## config.mk

```make
export PLATFORM = sky130hd
export DESIGN_NAME = lpmcg_top
export DESIGN_NICKNAME = d
export VERILOG_FILES = /design/src/hw/lpmcg_pkg.sv /design/src/hw/lpmcg_div.sv /design/src/hw/lpmcg_top.sv
export SDC_FILE = /design/constraint.sdc
export NUM_CORES = 1
export LEC_CHECK = 0
export ABC_AREA = 1
export BUFFER_PORTS_ARGS = -buffer_cell sky130_fd_sc_hd__buf_2
export CAP_MARGIN = 20
export CORE_MARGIN = 4
export CORE_UTILIZATION = 46
export CTS_CLUSTER_SIZE = 20
export DETAILED_ROUTE_END_ITERATION = 16
export GPL_TIMING_DRIVEN = 0
export PLACE_DENSITY = 0.67
export SYNTH_ARGS = -nofsm -noshare
export SYNTH_HDL_FRONTEND = slang
export SYNTH_HIERARCHICAL = 1
export SYNTH_SLANG_ARGS = --single-unit
export TNS_END_PERCENT = 20
```

## constraint.sdc

```tcl
create_clock -name sys_clk -period 9.55 [get_ports sys_clk]
set_input_delay 0.4775 -clock sys_clk [delete_from_list [all_inputs] [get_ports sys_clk]]
set_output_delay 0.4775 -clock sys_clk [all_outputs]
set_load 0.005 [all_outputs]
```

## src/hw/lpmcg_pkg.sv

```systemverilog
// Constants and types shared by the low power clock gating controller
package lpmcg_pkg;

    // Register byte offsets on the bus
    localparam logic [7:0] OFS_MODE = 8'h00;
    localparam logic [7:0] OFS_GATE = 8'h04;
    localparam logic [7:0] OFS_APD = 8'h08;
    localparam logic [7:0] OFS_SYSCLK = 8'h0c;
    localparam logic [7:0] OFS_PDIV = 8'h10;
    localparam logic [7:0] OFS_WAKE = 8'h14;
    localparam logic [7:0] OFS_STAT = 8'h18;

    // Mode register bit positions
    localparam int MODE_DEEP = 0;
    localparam int MODE_WDOSC = 1;
    localparam int MODE_BROWNOUT = 2;
    localparam int MODE_WDOG_RC = 3;
    localparam int MODE_W = 4;

    // System clock register field positions
    localparam int SRC_LSB = 0;
    localparam int SRC_W = 2;
    localparam int PLL_LSB = 8;
    localparam int PLL_W = 6;
    localparam int CDIV_LSB = 16;
    localparam int DIV_W = 8;

    // Peripheral divider register: two dividers side by side
    localparam int PDIV0_LSB = 0;
    localparam int PDIV1_LSB = 8;
    localparam int NPDIV = 2;

    // Wake enable register: pin mask then watchdog and USB
    localparam int PIN_W = 8;
    localparam int WAKE_WDOG = 8;
    localparam int WAKE_USB = 9;
    localparam int WAKE_W = 10;

    // Reset values
    localparam logic [MODE_W-1:0] MODE_RST = 4'h0;
    localparam logic [DIV_W-1:0] CDIV_RST = 8'h01;
    localparam logic [WAKE_W-1:0] WAKE_RST = 10'h300;

    // Wake cause codes in the status register
    localparam logic [2:0] CAUSE_NONE = 3'h0;
    localparam logic [2:0] CAUSE_PIN = 3'h1;
    localparam logic [2:0] CAUSE_WDOG = 3'h2;
    localparam logic [2:0] CAUSE_USB = 3'h4;

    // Clock source restart settling time
    localparam int SYS_CLK_MHZ = 250;
    localparam int STAB_TIME_NS = 10000;
    localparam int STAB_CYC = (STAB_TIME_NS * SYS_CLK_MHZ + 999) / 1000;
    localparam int STAB_W = 12;

    // Power states
    typedef enum logic [1:0] {
        ST_RUN,
        ST_SLEEP,
        ST_DEEP,
        ST_WAKE
    } lpmcg_state_type;

endpackage

```

## src/hw/lpmcg_div.sv

```systemverilog
// Programmable divider giving a one-cycle enable pulse
`timescale 1ns/1ps
`default_nettype none
module lpmcg_div #(
    parameter int W = 8
) (
    input wire logic sys_clk,
    input wire logic rst_n,
    input wire logic enable,
    input wire logic [W-1:0] div_val,
    output logic tick
);
    // Divider state
    typedef struct packed {
        logic [W-1:0] cnt;
        logic tick;
    } lpmcg_div_type;

    lpmcg_div_type r_ff;
    lpmcg_div_type nxt_r;

    // Count to the divide value; zero stops the output
    always_comb
    begin
        nxt_r = r_ff;
        nxt_r.tick = 1'b0;
        if (!enable || div_val == '0)
        begin
            nxt_r.cnt = '0;
        end
        else if (r_ff.cnt >= div_val - W'(1))
        begin
            nxt_r.cnt = '0;
            nxt_r.tick = 1'b1;
        end
        else
        begin
            nxt_r.cnt = r_ff.cnt + W'(1);
        end
    end

    // State register
    always_ff @(posedge sys_clk or negedge rst_n)
    begin
        if (!rst_n)
        begin
            r_ff <= '0;
        end
        else
        begin
            r_ff <= nxt_r;
        end
    end

    assign tick = r_ff.tick;
endmodule // lpmcg_div
`default_nettype wire

```

## src/hw/lpmcg_top.sv

```systemverilog
// Power mode and clock gating controller with AHB-Lite registers
`timescale 1ns/1ps
`default_nettype none
module lpmcg_top #(
    parameter int NPER = 16,
    parameter int NAPD = 8
) (
    input wire logic sys_clk,
    input wire logic rst_n,
    // AHB-Lite slave
    input wire logic hsel,
    input wire logic [31:0] haddr,
    input wire logic [1:0] htrans,
    input wire logic hwrite,
    input wire logic [2:0] hsize,
    input wire logic [31:0] hwdata,
    input wire logic hready,
    output logic [31:0] hrdata,
    output logic hreadyout,
    output logic hresp,
    // Core side
    input wire logic sleep_req,
    input wire logic irq_pending,
    // Wake sources
    input wire logic [lpmcg_pkg::PIN_W-1:0] wake_pin,
    input wire logic watchdog_irq,
    input wire logic usb_irq,
    // Clock enables and power controls
    output logic core_clk_en,
    output logic bus_mem_clk_en,
    output logic [NPER-1:0] periph_clk_en,
    output logic [lpmcg_pkg::NPDIV-1:0] periph_div_tick,
    output logic [lpmcg_pkg::SRC_W-1:0] clk_src_sel,
    output logic [lpmcg_pkg::PLL_W-1:0] pll_mult,
    output logic rc_osc_out_en,
    output logic sysosc_en,
    output logic pll_en,
    output logic wdosc_en,
    output logic brownout_en,
    output logic [NAPD-1:0] analog_pd,
    output logic flash_standby
);
    import lpmcg_pkg::*;

    // Whole state of the controller
    typedef struct packed {
        lpmcg_state_type st;
        logic [MODE_W-1:0] mode;
        logic [NPER-1:0] gate;
        logic [NAPD-1:0] apd;
        logic [SRC_W-1:0] src;
        logic [PLL_W-1:0] pll;
        logic [DIV_W-1:0] cdiv;
        logic [DIV_W-1:0] pdiv0;
        logic [DIV_W-1:0] pdiv1;
        logic [WAKE_W-1:0] wake;
        logic [2:0] cause;
        logic [STAB_W-1:0] stab;
        logic wr_pend;
        logic [7:0] wr_addr;
        logic [31:0] hrdata;
        logic hreadyout;
        logic core_en;
        logic busmem_en;
        logic [NPER-1:0] per_en;
        logic rc_en;
        logic sysosc_en;
        logic pll_en;
        logic wdosc_en;
        logic bo_en;
        logic [NAPD-1:0] apd_out;
        logic flash_sb;
    } lpmcg_top_type;

    lpmcg_top_type r_ff;
    lpmcg_top_type nxt_r;

    // Reset release synchroniser
    logic [1:0] rst_sync_ff;
    logic sys_rst_n;

    // Divider pulses
    logic cpu_tick;
    logic [NPDIV-1:0] pdiv_tick;

    // Decoded bus request and wake terms
    logic bus_act;
    logic deep_wake;
    logic [2:0] wake_cause;

    // Register read mux shared by every read
    function automatic logic [31:0] rd_reg(input lpmcg_top_type s,
                                           input logic [7:0] a);
        logic [31:0] v;
        v = 32'h0000_0000;
        case (a)
            OFS_MODE: v = 32'(s.mode);
            OFS_GATE: v = 32'(s.gate);
            OFS_APD: v = 32'(s.apd);
            OFS_SYSCLK:
            begin
                v[SRC_LSB +: SRC_W] = s.src;
                v[PLL_LSB +: PLL_W] = s.pll;
                v[CDIV_LSB +: DIV_W] = s.cdiv;
            end
            OFS_PDIV:
            begin
                v[PDIV0_LSB +: DIV_W] = s.pdiv0;
                v[PDIV1_LSB +: DIV_W] = s.pdiv1;
            end
            OFS_WAKE: v = 32'(s.wake);
            OFS_STAT: v = 32'({s.cause, s.st});
            // Unmapped offsets read as zero
            default: v = 32'h0000_0000;
        endcase
        return v;
    endfunction

    // Two flops release the asynchronous reset cleanly
    always_ff @(posedge sys_clk or negedge rst_n)
    begin
        if (!rst_n)
        begin
            rst_sync_ff <= 2'b00;
        end
        else
        begin
            rst_sync_ff <= {rst_sync_ff[0], 1'b1};
        end
    end

    assign sys_rst_n = rst_sync_ff[1];

    lpmcg_div #(
        .W(DIV_W)
    ) u_cpu_div (
        .sys_clk(sys_clk),
        .rst_n(sys_rst_n),
        .enable(r_ff.st == ST_RUN),
        .div_val(r_ff.cdiv),
        .tick(cpu_tick)
    );

    // own dividers for selected peripherals, stopped in deep sleep
    lpmcg_div #(
        .W(DIV_W)
    ) u_pdiv0 (
        .sys_clk(sys_clk),
        .rst_n(sys_rst_n),
        .enable(r_ff.per_en[0]),
        .div_val(r_ff.pdiv0),
        .tick(pdiv_tick[0])
    );

    lpmcg_div #(
        .W(DIV_W)
    ) u_pdiv1 (
        .sys_clk(sys_clk),
        .rst_n(sys_rst_n),
        .enable(r_ff.per_en[1]),
        .div_val(r_ff.pdiv1),
        .tick(pdiv_tick[1])
    );

    // Address phase of a selected transfer
    assign bus_act = hsel & hready & htrans[1];

    always_comb
    begin
        wake_cause = CAUSE_NONE;
        if (|(wake_pin & r_ff.wake[PIN_W-1:0]))
        begin
            wake_cause = wake_cause | CAUSE_PIN;
        end
        if (watchdog_irq && r_ff.wake[WAKE_WDOG])
        begin
            wake_cause = wake_cause | CAUSE_WDOG;
        end
        if (usb_irq && r_ff.wake[WAKE_USB])
        begin
            wake_cause = wake_cause | CAUSE_USB;
        end
        deep_wake = |wake_cause;
    end

    // Next state: bus writes, power state machine, output levels
    always_comb
    begin
        nxt_r = r_ff;
        nxt_r.hreadyout = 1'b1;

        // Data phase of a write lands in the registers
        if (r_ff.wr_pend)
        begin
            case (r_ff.wr_addr)
                OFS_MODE: nxt_r.mode = hwdata[MODE_W-1:0];
                OFS_GATE: nxt_r.gate = hwdata[NPER-1:0];
                OFS_APD: nxt_r.apd = hwdata[NAPD-1:0];
                OFS_SYSCLK:
                begin
                    // source, PLL and divider set at run time
                    nxt_r.src = hwdata[SRC_LSB +: SRC_W];
                    nxt_r.pll = hwdata[PLL_LSB +: PLL_W];
                    nxt_r.cdiv = hwdata[CDIV_LSB +: DIV_W];
                end
                OFS_PDIV:
                begin
                    nxt_r.pdiv0 = hwdata[PDIV0_LSB +: DIV_W];
                    nxt_r.pdiv1 = hwdata[PDIV1_LSB +: DIV_W];
                end
                OFS_WAKE: nxt_r.wake = hwdata[WAKE_W-1:0];
                // Read-only and unmapped offsets ignore writes
                default: nxt_r.wake = r_ff.wake;
            endcase
        end

        // Address phase: note a write, answer a read at once
        nxt_r.wr_pend = bus_act & hwrite;
        nxt_r.wr_addr = haddr[7:0];
        if (bus_act && !hwrite)
        begin
            nxt_r.hrdata = rd_reg(nxt_r, haddr[7:0]);
        end

        // Power state machine
        case (r_ff.st)
            ST_RUN:
            begin
                if (sleep_req)
                begin
                    nxt_r.st = r_ff.mode[MODE_DEEP] ? ST_DEEP : ST_SLEEP;
                end
            end
            ST_SLEEP:
            begin
                // exit just reopens the core and bus/memory clocks
                if (irq_pending)
                begin
                    nxt_r.st = ST_RUN;
                end
            end
            ST_DEEP:
            begin
                // leave on an enabled wake event
                if (deep_wake)
                begin
                    nxt_r.st = ST_WAKE;
                    nxt_r.cause = wake_cause;
                    nxt_r.stab = '0;
                end
            end
            ST_WAKE:
            begin
                // sources back on, wait for them to settle
                if (r_ff.stab >= STAB_W'(STAB_CYC - 1))
                begin
                    nxt_r.st = ST_RUN;
                end
                else
                begin
                    nxt_r.stab = r_ff.stab + STAB_W'(1);
                end
            end
            default: nxt_r.st = ST_RUN;
        endcase

        // Run levels by default, then trimmed per state
        nxt_r.core_en = (nxt_r.st == ST_RUN) & cpu_tick;
        nxt_r.busmem_en = 1'b1;
        nxt_r.per_en = nxt_r.gate;
        nxt_r.rc_en = 1'b1;
        nxt_r.sysosc_en = 1'b1;
        nxt_r.pll_en = 1'b1;
        nxt_r.wdosc_en = 1'b1;
        nxt_r.bo_en = 1'b1;
        nxt_r.apd_out = nxt_r.apd;
        nxt_r.flash_sb = 1'b0;

        case (nxt_r.st)
            ST_SLEEP:
            begin
                // memories and buses go quiet too
                nxt_r.busmem_en = 1'b0;
                nxt_r.per_en = nxt_r.gate;
            end
            ST_DEEP:
            begin
                // all peripheral clocks, system oscillator and PLL off
                nxt_r.busmem_en = 1'b0;
                nxt_r.per_en = '0;
                nxt_r.sysosc_en = 1'b0;
                nxt_r.pll_en = 1'b0;
                // RC output only when it feeds the watchdog
                nxt_r.rc_en = nxt_r.mode[MODE_WDOG_RC];
                nxt_r.wdosc_en = nxt_r.mode[MODE_WDOSC];
                nxt_r.bo_en = nxt_r.mode[MODE_BROWNOUT];
                nxt_r.apd_out = '1;
                nxt_r.flash_sb = 1'b1;
            end
            ST_WAKE:
            begin
                // core and peripherals wait for settling
                nxt_r.busmem_en = 1'b0;
                nxt_r.per_en = '0;
            end
            default: nxt_r.flash_sb = 1'b0;
        endcase
    end

    // Single state register
    always_ff @(posedge sys_clk or negedge sys_rst_n)
    begin
        if (!sys_rst_n)
        begin
            r_ff <= '0;
            r_ff.st <= ST_RUN;
            r_ff.mode <= MODE_RST;
            r_ff.gate <= '1;
            r_ff.cdiv <= CDIV_RST;
            r_ff.wake <= WAKE_RST;
            r_ff.hreadyout <= 1'b1;
            r_ff.busmem_en <= 1'b1;
            r_ff.per_en <= '1;
            r_ff.rc_en <= 1'b1;
            r_ff.sysosc_en <= 1'b1;
            r_ff.pll_en <= 1'b1;
            r_ff.wdosc_en <= 1'b1;
            r_ff.bo_en <= 1'b1;
        end
        else
        begin
            r_ff <= nxt_r;
        end
    end

    // Ports straight from the state register, bar hresp and the divider ticks
    assign hrdata = r_ff.hrdata;
    assign hreadyout = r_ff.hreadyout;
    assign hresp = 1'b0;
    assign core_clk_en = r_ff.core_en;
    assign bus_mem_clk_en = r_ff.busmem_en;
    assign periph_clk_en = r_ff.per_en;
    assign periph_div_tick = pdiv_tick;
    assign clk_src_sel = r_ff.src;
    assign pll_mult = r_ff.pll;
    assign rc_osc_out_en = r_ff.rc_en;
    assign sysosc_en = r_ff.sysosc_en;
    assign pll_en = r_ff.pll_en;
    assign wdosc_en = r_ff.wdosc_en;
    assign brownout_en = r_ff.bo_en;
    assign analog_pd = r_ff.apd_out;
    assign flash_standby = r_ff.flash_sb;

    // hsize is accepted but only whole words are meaningful
    logic unused_ok;
    assign unused_ok = ^{hsize, haddr[31:8]};
endmodule // lpmcg_top
`default_nettype wire

```

# After elaboration in Yosys (flattened, before gate mapping)
# Index checks and enable logic that the tools add are counted.
# totals
register_bits,181
inputBits,86
# classes
n_addsub,7
n_lt_le_gt_ge,4
eq_ne,19
muxes,39
bitwise_logic,5
n_reduce_logical,23
# ops
cell,n
70-bit two-way mux,1
8-bit two-way mux,8
16-bit two-way mux,3
8-bit by 5-bit equality test with 1-bit output (second input constant),5
8-bit logical NOT,5
6-bit one-hot mux with 6 select lines,1
17-bit one-hot mux with 2 select lines,1
8-bit by 4-bit equality test with 1-bit output (second input constant),4
8-bit by 1-bit adder with 8-bit output (second input constant),3
8-bit >= comparator,3
12-bit two-way mux,2
12-bit one-hot mux with 2 select lines,1
6-bit one-hot mux with 4 select lines,1
8-bit by 1-bit subtractor with 8-bit output (second input constant),3
8-bit by 3-bit equality test with 1-bit output (second input constant),2
2-bit one-hot mux with 7 select lines,1
13-bit two-way mux,1
12-bit by 1-bit adder with 12-bit output (second input constant),1
12-bit >= comparator (second input constant),1
2-bit two-way mux,6
10-bit two-way mux,1
8-bit AND,1
2-bit equality test (second input constant),4
1-bit two-way mux,8
other kinds (17),30

# Longest topological paths before layout
# Gate-level depths: netlist of run 1.
# depth
ltp_word,11
mapped_depth,12
depth_no_buf,12

# Modules after synthesis
# The synthesis of run 1 kept the hierarchy.
# modules_own_cells
mod,n_inst,cells_each,area_per_inst_um2,seq_area_each_um2
lpmcg_top,1,909,7403.4,3878.7
lpmcg_div at u_pdiv1,1,103,815.8,225.2
lpmcg_div at u_cpu_div,1,98,795.8,225.2
lpmcg_div at u_pdiv0,1,101,765.7,225.2

# Least setup slack after synthesis of run 1
# OpenSTA, ideal clock, no wires.
# synth_path
path_kind,register to register
start,register r_ff[119] (netlist name)
end,register u_cpu_div/r_ff[1] (netlist name)
arrival_time_ns,1.840
required_time_ns,9.479
setup_slack_ns,7.638
stages_incl_launch_ff,10
path_buffers,0
synth_period_minus_slack_ns,1.912
cell_sequence,dfrtp_1 -> or2_1 -> nor2_2 -> nand3_1 -> xor2_1 -> ha_1 -> a21o_1 -> nor2_2 -> nand3_4 -> nor2_2
# synth_lines
element,line_no,rtl
start: declaration,lpmcg_top.sv:75,lpmcg_top_type r_ff;
start signal: assignment,lpmcg_top.sv:332,r_ff <= nxt_r;
end signal: assignment,lpmcg_div.sv:51,r_ff <= nxt_r;
end: declaration,lpmcg_div.sv:19,lpmcg_div_type r_ff;

==> run_summary.xml, run 1 <==
<?xml version="1.0" encoding="UTF-8"?>
<metrics>
  <group name="global_route">
    <metric name="first_global_vias" unit="">7422</metric>
    <metric name="wire_length_of_the_first_global_routing_pass" unit="µm">37630</metric>
    <metric name="grt_overflow_total" unit="">0</metric>
    <metric name="grt_start_max_net_pins" unit="">70</metric>
    <metric name="globalRouteTotalUtil" unit="%">19.79</metric>
    <metric name="antenna_found_initial" unit="">1</metric>
  </group>
  <group name="flow_run">
    <metric name="maxCapViolations" unit="">0</metric>
  </group>
  <group name="cells_and_area">
    <metric name="area_growth_syn_to_layout" unit="%">16.72</metric>
    <metric name="num_antenna_cells" unit="">0</metric>
    <metric name="layout-drive-gt1-share" unit="%">23.50</metric>
    <metric name="fill_cell_count" unit="">2023</metric>
    <metric name="finish.net_count" unit="">1477</metric>
  </group>
  <group name="floorplanning">
    <metric name="die_area" unit="µm²">23660</metric>
    <metric name="placeableCoreArea" unit="µm²">20960</metric>
    <metric name="die-height" unit="µm">153.8</metric>
    <metric name="die_width" unit="µm">153.8</metric>
    <metric name="rows" unit="">53</metric>
    <metric name="initial_utilization" unit="%">46.67</metric>
    <metric name="num_ports" unit="">162</metric>
  </group>
  <group name="power">
    <metric name="power.net_switching" unit="µW">559.7</metric>
    <metric name="peak_supply_drop" unit="mV">0.1081</metric>
    <metric name="pwr-share-comb" unit="%">18.3</metric>
    <metric name="pwr-share-clk" unit="%">36.8</metric>
    <metric name="power.switching_fraction" unit="%">28.23</metric>
    <metric name="power.total" unit="mW">1.983</metric>
    <metric name="p_leak" unit="nW">6.388</metric>
    <metric name="internal_power" unit="mW">1.423</metric>
    <metric name="power_density" unit="nW/µm²">173.7</metric>
    <metric name="share_seq_of_total_power" unit="%">44.9</metric>
  </group>
  <group name="cts">
    <metric name="clkSinkCount" unit="">180</metric>
    <metric name="tritoncts.num_buffers" unit="">17</metric>
    <metric name="cts-htree-levels" unit="">4</metric>
    <metric name="clockBufferDepth" unit="">2</metric>
    <metric name="root_buffer" unit="">clkbuf_16</metric>
    <metric name="reg_clk_slew_reported_paths" unit="ps">70</metric>
    <metric name="tritoncts_clock_tree" unit="">built</metric>
    <metric name="clkLatencyLatePin" unit="ps">440</metric>
  </group>
  <group name="timing">
    <metric name="final_min_period_over_clock_period" unit="%">22.61</metric>
    <metric name="fin_worst_skew" unit="ps">19.42</metric>
    <metric name="setup-violations-final" unit="">0</metric>
    <metric name="slew-limit-headroom" unit="%">44.78</metric>
    <metric name="final-hold-violation-count" unit="">0</metric>
    <metric name="setup_tns" unit="ps">0</metric>
    <metric name="clock.fmax" unit="MHz">463.2</metric>
    <metric name="worstMarginPinSlew" unit="ps">825.3</metric>
    <metric name="maxSlewViolCount" unit="">0</metric>
    <metric name="min_period" unit="ps">2159</metric>
    <metric name="grt_setup_unrepaired" unit="">false</metric>
  </group>
  <group name="yosys">
    <metric name="synth_cell_type_count" unit="">40</metric>
    <metric name="synthesis.instances" unit="">1211</metric>
    <metric name="ys_ff_latch" unit="">180</metric>
    <metric name="async_flop_share" unit="%">100.0</metric>
    <metric name="synth_top_area_cell" unit="">dfrtp_1</metric>
    <metric name="synth_compound_gate_area_share" unit="%">4.567</metric>
    <metric name="combinational_family_with_the_most_area_after_synthesis" unit="">simple AND/OR/NAND/NOR gates</metric>
    <metric name="synth_top_area_share" unit="%">35.82</metric>
    <metric name="synth-seq-area-share" unit="%">46.57</metric>
    <metric name="synthSimpleGateAreaFrac" unit="%">27.99</metric>
    <metric name="primary_ff_master_synth" unit="">dfrtp_1</metric>
    <metric name="syn_area" unit="µm²">9781</metric>
    <metric name="synth_top_cells_by_count" unit="">nand2_1, inv_1, dfrtp_1</metric>
    <metric name="area_contributors_post_synth" unit="">dfrtp_1, nand2_1, dfstp_2</metric>
    <metric name="synth_xor_area_share" unit="%">3.224</metric>
    <metric name="synth_adder_area_share" unit="%">4.349</metric>
    <metric name="synthesis.yosys.warnings" unit="">6</metric>
    <metric name="synth_most_common_cell" unit="">nand2_1</metric>
    <metric name="synth_mux_area_share" unit="%">0</metric>
    <metric name="synth_edf_count" unit="">0</metric>
    <metric name="post_synth.cell_area_avg" unit="µm²">8.076</metric>
  </group>
  <group name="detailed_routing">
    <metric name="drc_violations" unit="">0</metric>
    <metric name="routed_wirelength" unit="µm">22880</metric>
    <metric name="number_of_optimization_iterations_in_the_first_detailed_route_pass" unit="">6</metric>
    <metric name="drtIter0Drc" unit="">413</metric>
    <metric name="wl_per_cell" unit="µm">13.91</metric>
    <metric name="num_vias" unit="">7665</metric>
    <metric name="vias_per_cell" unit="">4.660</metric>
    <metric name="postRouteAntennaNets" unit="">0</metric>
  </group>
  <group name="placement">
    <metric name="place_congestion" unit="">0.8585</metric>
    <metric name="dp.final_hpwl" unit="µm">17440</metric>
    <metric name="port_buffers" unit="">115</metric>
  </group>
  <group name="critical_path">
    <metric name="critPathLaunchType" unit="">flip-flop</metric>
    <metric name="worst_setup_path_startpoint" unit="">r_ff[74]</metric>
    <metric name="timing.reg2reg.setup_slack" unit="ps">7390</metric>
    <metric name="timing.rr.start" unit="">r_ff[74]</metric>
    <metric name="critPathKind" unit="">flip-flop to flip-flop</metric>
    <metric name="critical_path_required" unit="ps">9890</metric>
    <metric name="timing.critical_path.arrival" unit="ps">2500</metric>
    <metric name="worstReg2RegEnd" unit="">periph_clk_en[5]</metric>
    <metric name="crit_path_max_fanout" unit="">10</metric>
    <metric name="worst_setup_path_end_kind" unit="">flip-flop</metric>
    <metric name="worstRegToRegCells" unit="">10</metric>
  </group>
  <group name="min_path">
    <metric name="worst_hold_startpoint" unit="">haddr[1]</metric>
    <metric name="min_path_cells" unit="">1</metric>
    <metric name="worst_hold_endpoint" unit="">r_ff[66]</metric>
    <metric name="worst_min_delay_path_category" unit="">input pin to flip-flop</metric>
  </group>
  <group name="outcome">
    <metric name="status" unit="">completed</metric>
  </group>
</metrics>
-- power groups by stage --
stage / registers, mW / clock network [mW] / logic, mW
global placement: 0.914 / 0 / 0.346
finish: 0.891 / 0.729 / 0.363
CTS: 0.891 / 0.744 / 0.369
global route: 0.900 / 0.778 / 0.405
floorplan: 0.902 / 0 / 0.227
detailed placement: 0.904 / 0 / 0.367
-- layout by cell type, fill, tap and decap left out, types with 19 or more instances in the layout --
cell type  count
nand2_1      317
inv_1        181
dfrtp_1      139
buf_2        127
nand3_1      106
nor2_1        98
buf_4         68
dfstp_2       40
o21ai_0       34
ha_1          34
nor2_2        29
xor2_1        26
and2_1        19
-- critical path, stage by stage, from the launching register on --
cell	delay, ps
dfrtp_1	460
ha_1	290
nor2_1	100
nand4_1	90
nand2_1	90
nand3_2	220
nand2_1	120
nand2_1	120
inv_2	230
buf_4	260
nor2_1	80
-- logic make-up after synthesis --
kind of cell / Yosys count
AOI/OAI and AO/OA: 77
DFF: 180
adders and majority gates: 34
other: 2
and+or+nand+nor: 610
buffers and inverters: 272
xor gates and xnor gates: 36
-- layout make-up --
cell class | count | area [µm²] | share of cell area (%)
Clock inverter | 13 | 170.2 | 1.491
Buffer | 87 | 596.8 | 5.228
Multi-Input combinational cell | 768 | 3966 | 34.74
Clock buffer | 19 | 442.9 | 3.880
Sequential cell | 180 | 4558 | 39.93
Tap cell | 275 | 344.1 | 3.014
Inverter | 185 | 696.9 | 6.105
Timing Repair Buffer | 118 | 640.6 | 5.612
-- per-stage QoR --
| stage | util (%) | setup slack (ps) | cells | hold slack (ps) | instance area [µm²] |
|---|---|---|---|---|---|
| 2_1_floorplan | - | 4233 | 1220 | 181.9 | 9814 |
| 3_3_place_gp | 51.22 | 2045 | 1610 | 264.0 | 10730 |
| 3_5_place_dp | 51.50 | 7159 | 1612 | 264.0 | 10790 |
| 4_1_cts | 54.48 | 7413 | 1645 | 164.0 | 11420 |
| 5_1_grt | 54.48 | 7223 | 1645 | 172.4 | 11420 |
| 6_report | 54.48 | 7391 | 1645 | 180.8 | 11420 |
-- registers in the layout (all words and copies together), names as in the netlist, 2 cells and up --
register	flops
analog_pd	8
periph_clk_en	16
pll_mult	6
r_ff	88
clk_src_sel	2
u_pdiv1/r_ff	8
u_pdiv0/r_ff	8
hrdata	24
u_cpu_div/r_ff	8
rst_sync_ff	2
-- routing by layer --
layer / share of wire (%) / vias to the layer above / wire length (µm) / global-route usage, %
li1: - / 3947 / - / -
met1: 48 / 3517 / 11000 / 28.41
met2: 46 / 172 / 10490 / 31.04
met3: 4.7 / 27 / 1069 / 3.574
met4: 1.4 / 2 / 313 / 5.509
met5: 0.031 / - / 7 / 0
-- worst max path at each step --
stage / end / slack [ps] / cells after the start
floorplan: analog_pd[0] / 4230 / 0
global placement: u_pdiv0/r_ff[3] / 2050 / 0
detailed placement: hrdata[7] / 7160 / 9
CTS: periph_clk_en[5] / 7410 / 10
global route: periph_clk_en[5] / 7220 / 10
finish: periph_clk_en[5] / 7390 / 10
-- what timing repair did --
action | 4_1_cts | 5_1_grt
hold buffers | 1 | 0
endpoints found under the hold margin | 2 | 0
resized for setup | 0 | 0
buffers inserted | 0 | 0
Power figures use the tool's default switching activity.
==> run 2: changes to the inputs <==
--- a/config.mk
+++ b/config.mk
@@ -5,7 +5,7 @@
 export SDC_FILE = /design/constraint.sdc
 export NUM_CORES = 1
 export LEC_CHECK = 0
-export ABC_AREA = 1
+export ABC_AREA = 0
 export BUFFER_PORTS_ARGS = -buffer_cell sky130_fd_sc_hd__buf_2
 export CAP_MARGIN = 20
 export CORE_MARGIN = 4
@@ -13,7 +13,7 @@
 export CTS_CLUSTER_SIZE = 20
 export DETAILED_ROUTE_END_ITERATION = 16
 export GPL_TIMING_DRIVEN = 0
-export PLACE_DENSITY = 0.67
+export PLACE_DENSITY = 0.7
 export SYNTH_ARGS = -nofsm -noshare
 export SYNTH_HDL_FRONTEND = slang
 export SYNTH_HIERARCHICAL = 1
==> constraint.sdc (replaced) <==
create_clock -name sys_clk -period 1.8 [get_ports sys_clk]
set_input_delay 0.09 -clock sys_clk [delete_from_list [all_inputs] [get_ports sys_clk]]
set_output_delay 0.09 -clock sys_clk [all_outputs]
set_load 0.005 [all_outputs]
==> run 2 against run 1 <==
Effect of this change: the flow now finishes with violations (setup timing); critical path type unchanged; non-clock buffer count grew 87; final area increased by 9.7%; sequential share of layout area is 3.4 points lower; critical endpoint is now hrdata[2]; via count is 5.0% lower; largest cell class is now multi-input gates; cell count decreased by 19%; largest power group unchanged; area after synthesis down 5.2%; routed wire length increased by 9.5%; utilization increased by 9.2 points; synthesized cell count decreased by 32%; critical path depth down 4; sequential power rose to 4.8 times the previous value.
==> run_summary.xml, run 2 <==
<?xml version="1.0" encoding="UTF-8"?>
<metrics>
  <group name="global_route">
    <metric name="globalRouteTotalUtil" unit="%">21.63</metric>
    <metric name="grt_overflow_total" unit="">0</metric>
    <metric name="wire_length_of_the_first_global_routing_pass" unit="µm">37940</metric>
    <metric name="first_global_vias" unit="">7221</metric>
    <metric name="grt_start_max_net_pins" unit="">66</metric>
    <metric name="antenna_found_initial" unit="">1</metric>
  </group>
  <group name="power">
    <metric name="peak_supply_drop" unit="mV">0.7094</metric>
    <metric name="power_density" unit="nW/µm²">697.3</metric>
    <metric name="power.total" unit="mW">8.733</metric>
    <metric name="p_leak" unit="nW">5.620</metric>
  </group>
  <group name="cells_and_area">
    <metric name="largest_register_ffs" unit="">88</metric>
    <metric name="layout.cells.most_common_list" unit="">dfrtp_1, buf_2, buf_4</metric>
    <metric name="area_growth_syn_to_layout" unit="%">35.11</metric>
    <metric name="mostFrequentLayoutCell" unit="">dfrtp_1</metric>
    <metric name="finish.net_count" unit="">1175</metric>
    <metric name="fin_util" unit="%">63.72</metric>
    <metric name="layout-drive-gt1-share" unit="%">48.60</metric>
    <metric name="largest-register" unit="">r_ff</metric>
  </group>
  <group name="detailed_routing">
    <metric name="wl_per_cell" unit="µm">18.78</metric>
    <metric name="routed_wirelength" unit="µm">25060</metric>
    <metric name="vias_per_cell" unit="">5.460</metric>
    <metric name="num_vias" unit="">7283</metric>
    <metric name="drtIter0Drc" unit="">486</metric>
    <metric name="number_of_optimization_iterations_in_the_first_detailed_route_pass" unit="">5</metric>
    <metric name="drc_violations" unit="">0</metric>
    <metric name="postRouteAntennaNets" unit="">0</metric>
  </group>
  <group name="floorplanning">
    <metric name="initial_utilization" unit="%">47.16</metric>
    <metric name="die-height" unit="µm">150.0</metric>
    <metric name="placeableCoreArea" unit="µm²">19650</metric>
    <metric name="die_width" unit="µm">150.0</metric>
    <metric name="num_ports" unit="">162</metric>
    <metric name="die_area" unit="µm²">22490</metric>
    <metric name="rows" unit="">51</metric>
  </group>
  <group name="outcome">
    <metric name="violated_checks" unit="">setup timing</metric>
    <metric name="status" unit="">finished, violations left</metric>
  </group>
  <group name="yosys">
    <metric name="synth_edf_count" unit="">0</metric>
    <metric name="synth-seq-area-share" unit="%">49.14</metric>
    <metric name="area_contributors_post_synth" unit="">dfrtp_1, dfstp_2, mux2_2</metric>
    <metric name="synth_most_common_cell" unit="">dfrtp_1</metric>
    <metric name="ys_ff_latch" unit="">180</metric>
    <metric name="synth_top_cells_by_count" unit="">dfrtp_1, buf_4, nand2_1</metric>
    <metric name="synth_cell_type_count" unit="">70</metric>
    <metric name="synthesis.yosys.warnings" unit="">6</metric>
    <metric name="syn_area" unit="µm²">9269</metric>
    <metric name="post_synth.cell_area_avg" unit="µm²">11.26</metric>
    <metric name="synthesis.instances" unit="">823</metric>
    <metric name="synth_top_area_share" unit="%">37.80</metric>
    <metric name="async_flop_share" unit="%">100.0</metric>
    <metric name="primary_ff_master_synth" unit="">dfrtp_1</metric>
    <metric name="synth_top_area_cell" unit="">dfrtp_1</metric>
  </group>
  <group name="timing">
    <metric name="setup-violations-final" unit="">112</metric>
    <metric name="worstMarginPinSlew" unit="ps">1316</metric>
    <metric name="final-hold-violation-count" unit="">0</metric>
    <metric name="clock.fmax" unit="MHz">431.4</metric>
    <metric name="grt_setup_unrepaired" unit="">true</metric>
    <metric name="setup_ws_final" unit="ps">-518.1</metric>
    <metric name="slew-limit-headroom" unit="%">11.67</metric>
    <metric name="final_min_period_over_clock_period" unit="%">128.8</metric>
    <metric name="min_period" unit="ps">2318</metric>
    <metric name="fin_worst_skew" unit="ps">9.740</metric>
    <metric name="maxSlewViolCount" unit="">0</metric>
  </group>
  <group name="critical_path">
    <metric name="worst_setup_path_end_kind" unit="">flip-flop</metric>
    <metric name="timing.critical_path.arrival" unit="ps">2610</metric>
    <metric name="critical_path_required" unit="ps">2090</metric>
    <metric name="crit_path_max_fanout" unit="">3</metric>
    <metric name="critPathKind" unit="">flip-flop to flip-flop</metric>
    <metric name="critPathLaunchType" unit="">flip-flop</metric>
  </group>
  <group name="cts">
    <metric name="tritoncts.num_buffers" unit="">17</metric>
    <metric name="reg_clk_slew_reported_paths" unit="ps">70</metric>
    <metric name="clockBufferDepth" unit="">2</metric>
    <metric name="root_buffer" unit="">clkbuf_16</metric>
    <metric name="cts-htree-levels" unit="">4</metric>
    <metric name="tritoncts_clock_tree" unit="">built</metric>
    <metric name="clkSinkCount" unit="">180</metric>
    <metric name="clkLatencyLatePin" unit="ps">440</metric>
  </group>
  <group name="placement">
    <metric name="place_congestion" unit="">0.8883</metric>
    <metric name="dp.final_hpwl" unit="µm">16990</metric>
    <metric name="port_buffers" unit="">115</metric>
  </group>
  <group name="min_path">
    <metric name="worst_min_delay_path_category" unit="">input pin to flip-flop</metric>
  </group>
  <group name="flow_run">
    <metric name="maxCapViolations" unit="">0</metric>
  </group>
</metrics>
==> run 2: cell types whose count changed in the layout (fill, tap and decap cells not counted), sizes merged, moves of 15 or more <==
cell and delta:
buf +47, dlygate4sd3 +34, inv -153, mux2 +52, mux2i +23, nand2 -259
nand2b +16, nand3 -71, nor2 -103, nor3 +20, o21ai -33, xnor2 +15
==> run 2: repair_timing <==
action | CTS | global route
endpoints found under the setup margin | 159 | 140
gates resized for setup | 64 | 143
hold buffers | 35 | 0
pin swaps | 15 | 41
setup buffers | 23 | 30
hold endpoints to repair | 60 | 0
gates cloned | 1 | 1
==> run 2: area by class of cell <==
cell class	count	area [µm²]
diodes	1	2.502
plain buffers	85	644.4
clock buffers	19	442.9
clock inverters	13	148.9
fillers	1561	7131
inverters	30	117.6
multi-input cells	534	4797
flip-flops and latches	180	4578
well taps	265	331.6
repair buffers	207	1460
==> run 2: report_power, final <==
group | switching [mW] | internal, mW | total (mW)
clock | 1.62 | 2.10 | 3.73
sequential | 0.121 | 4.16 | 4.28
combinational | 0.367 | 0.362 | 0.728
==> run 2: worst max-delay path, cell delays in order (launching register included) <==
cell and delay, ps:
dfrtp_1 410, or4b_4 570, nor4b_4 280, buf_4 190, mux2_4 320, a221oi_2 260
a32oi_1 150
==> run 2: final timing paths <==
path	startpoint	end	slack, ps	cells past startpoint
setup / recovery	r_ff[66]	hrdata[2]	-520	6
hold / removal	hwdata[2]	r_ff[109]	20	2
setup reg to reg	r_ff[66]	hrdata[2]	-520	6
hold reg to reg	rst_sync_ff[0]	rst_sync_ff[1]	350	0
max in group asynchronous	rst_sync_ff[1]	periph_clk_en[7]	270	2
min in group asynchronous	rst_sync_ff[1]	r_ff[82]	390	0
==> run 2: per-stage QoR <==
step	instance area, µm²	setup slack [ps]	std cells	hold WS, ps	setup TNS [ps]
2_1_floorplan	9326	-471.8	832	-205.6	-26120
3_3_place_gp	10230	-1112	1212	-124.7	-187520
3_5_place_dp	10290	-1150	1215	-122.4	-93140
4_1_cts	11700	-504.3	1303	1.773	-24860
5_1_grt	12520	-577.0	1334	25.82	-33260
6_report	12520	-518.1	1334	17.45	-26320
==> run 2: metal layers <==
| metal | GRT usage [%] | vias to the layer above | wire [µm] |
|---|---|---|---|
| li1 | - | 3364 | - |
| met1 | 28.03 | 3638 | 10500 |
| met2 | 35.50 | 224 | 12530 |
| met3 | 5.027 | 57 | 1307 |
| met4 | 8.005 | 0 | 723 |
| met5 | 0 | - | 0 |
==> run 2: kinds of logic (layout without fill, tap and decap cells) <==
kind of cell             after synthesis  after routing  synth area share (%)
multiplexers                          75             75                 8.801
AO/OA/AOI/OAI                        116            116                 10.97
buffers and inverters                118            354                 7.505
AND/OR/NAND/NOR                      258            258                 15.13
other                                  2             12               0.08102
flip-flops                           180            180                 49.14
XOR/XNOR                              40             40                 3.780
adder cells (fa/ha/maj)               34             34                 4.590
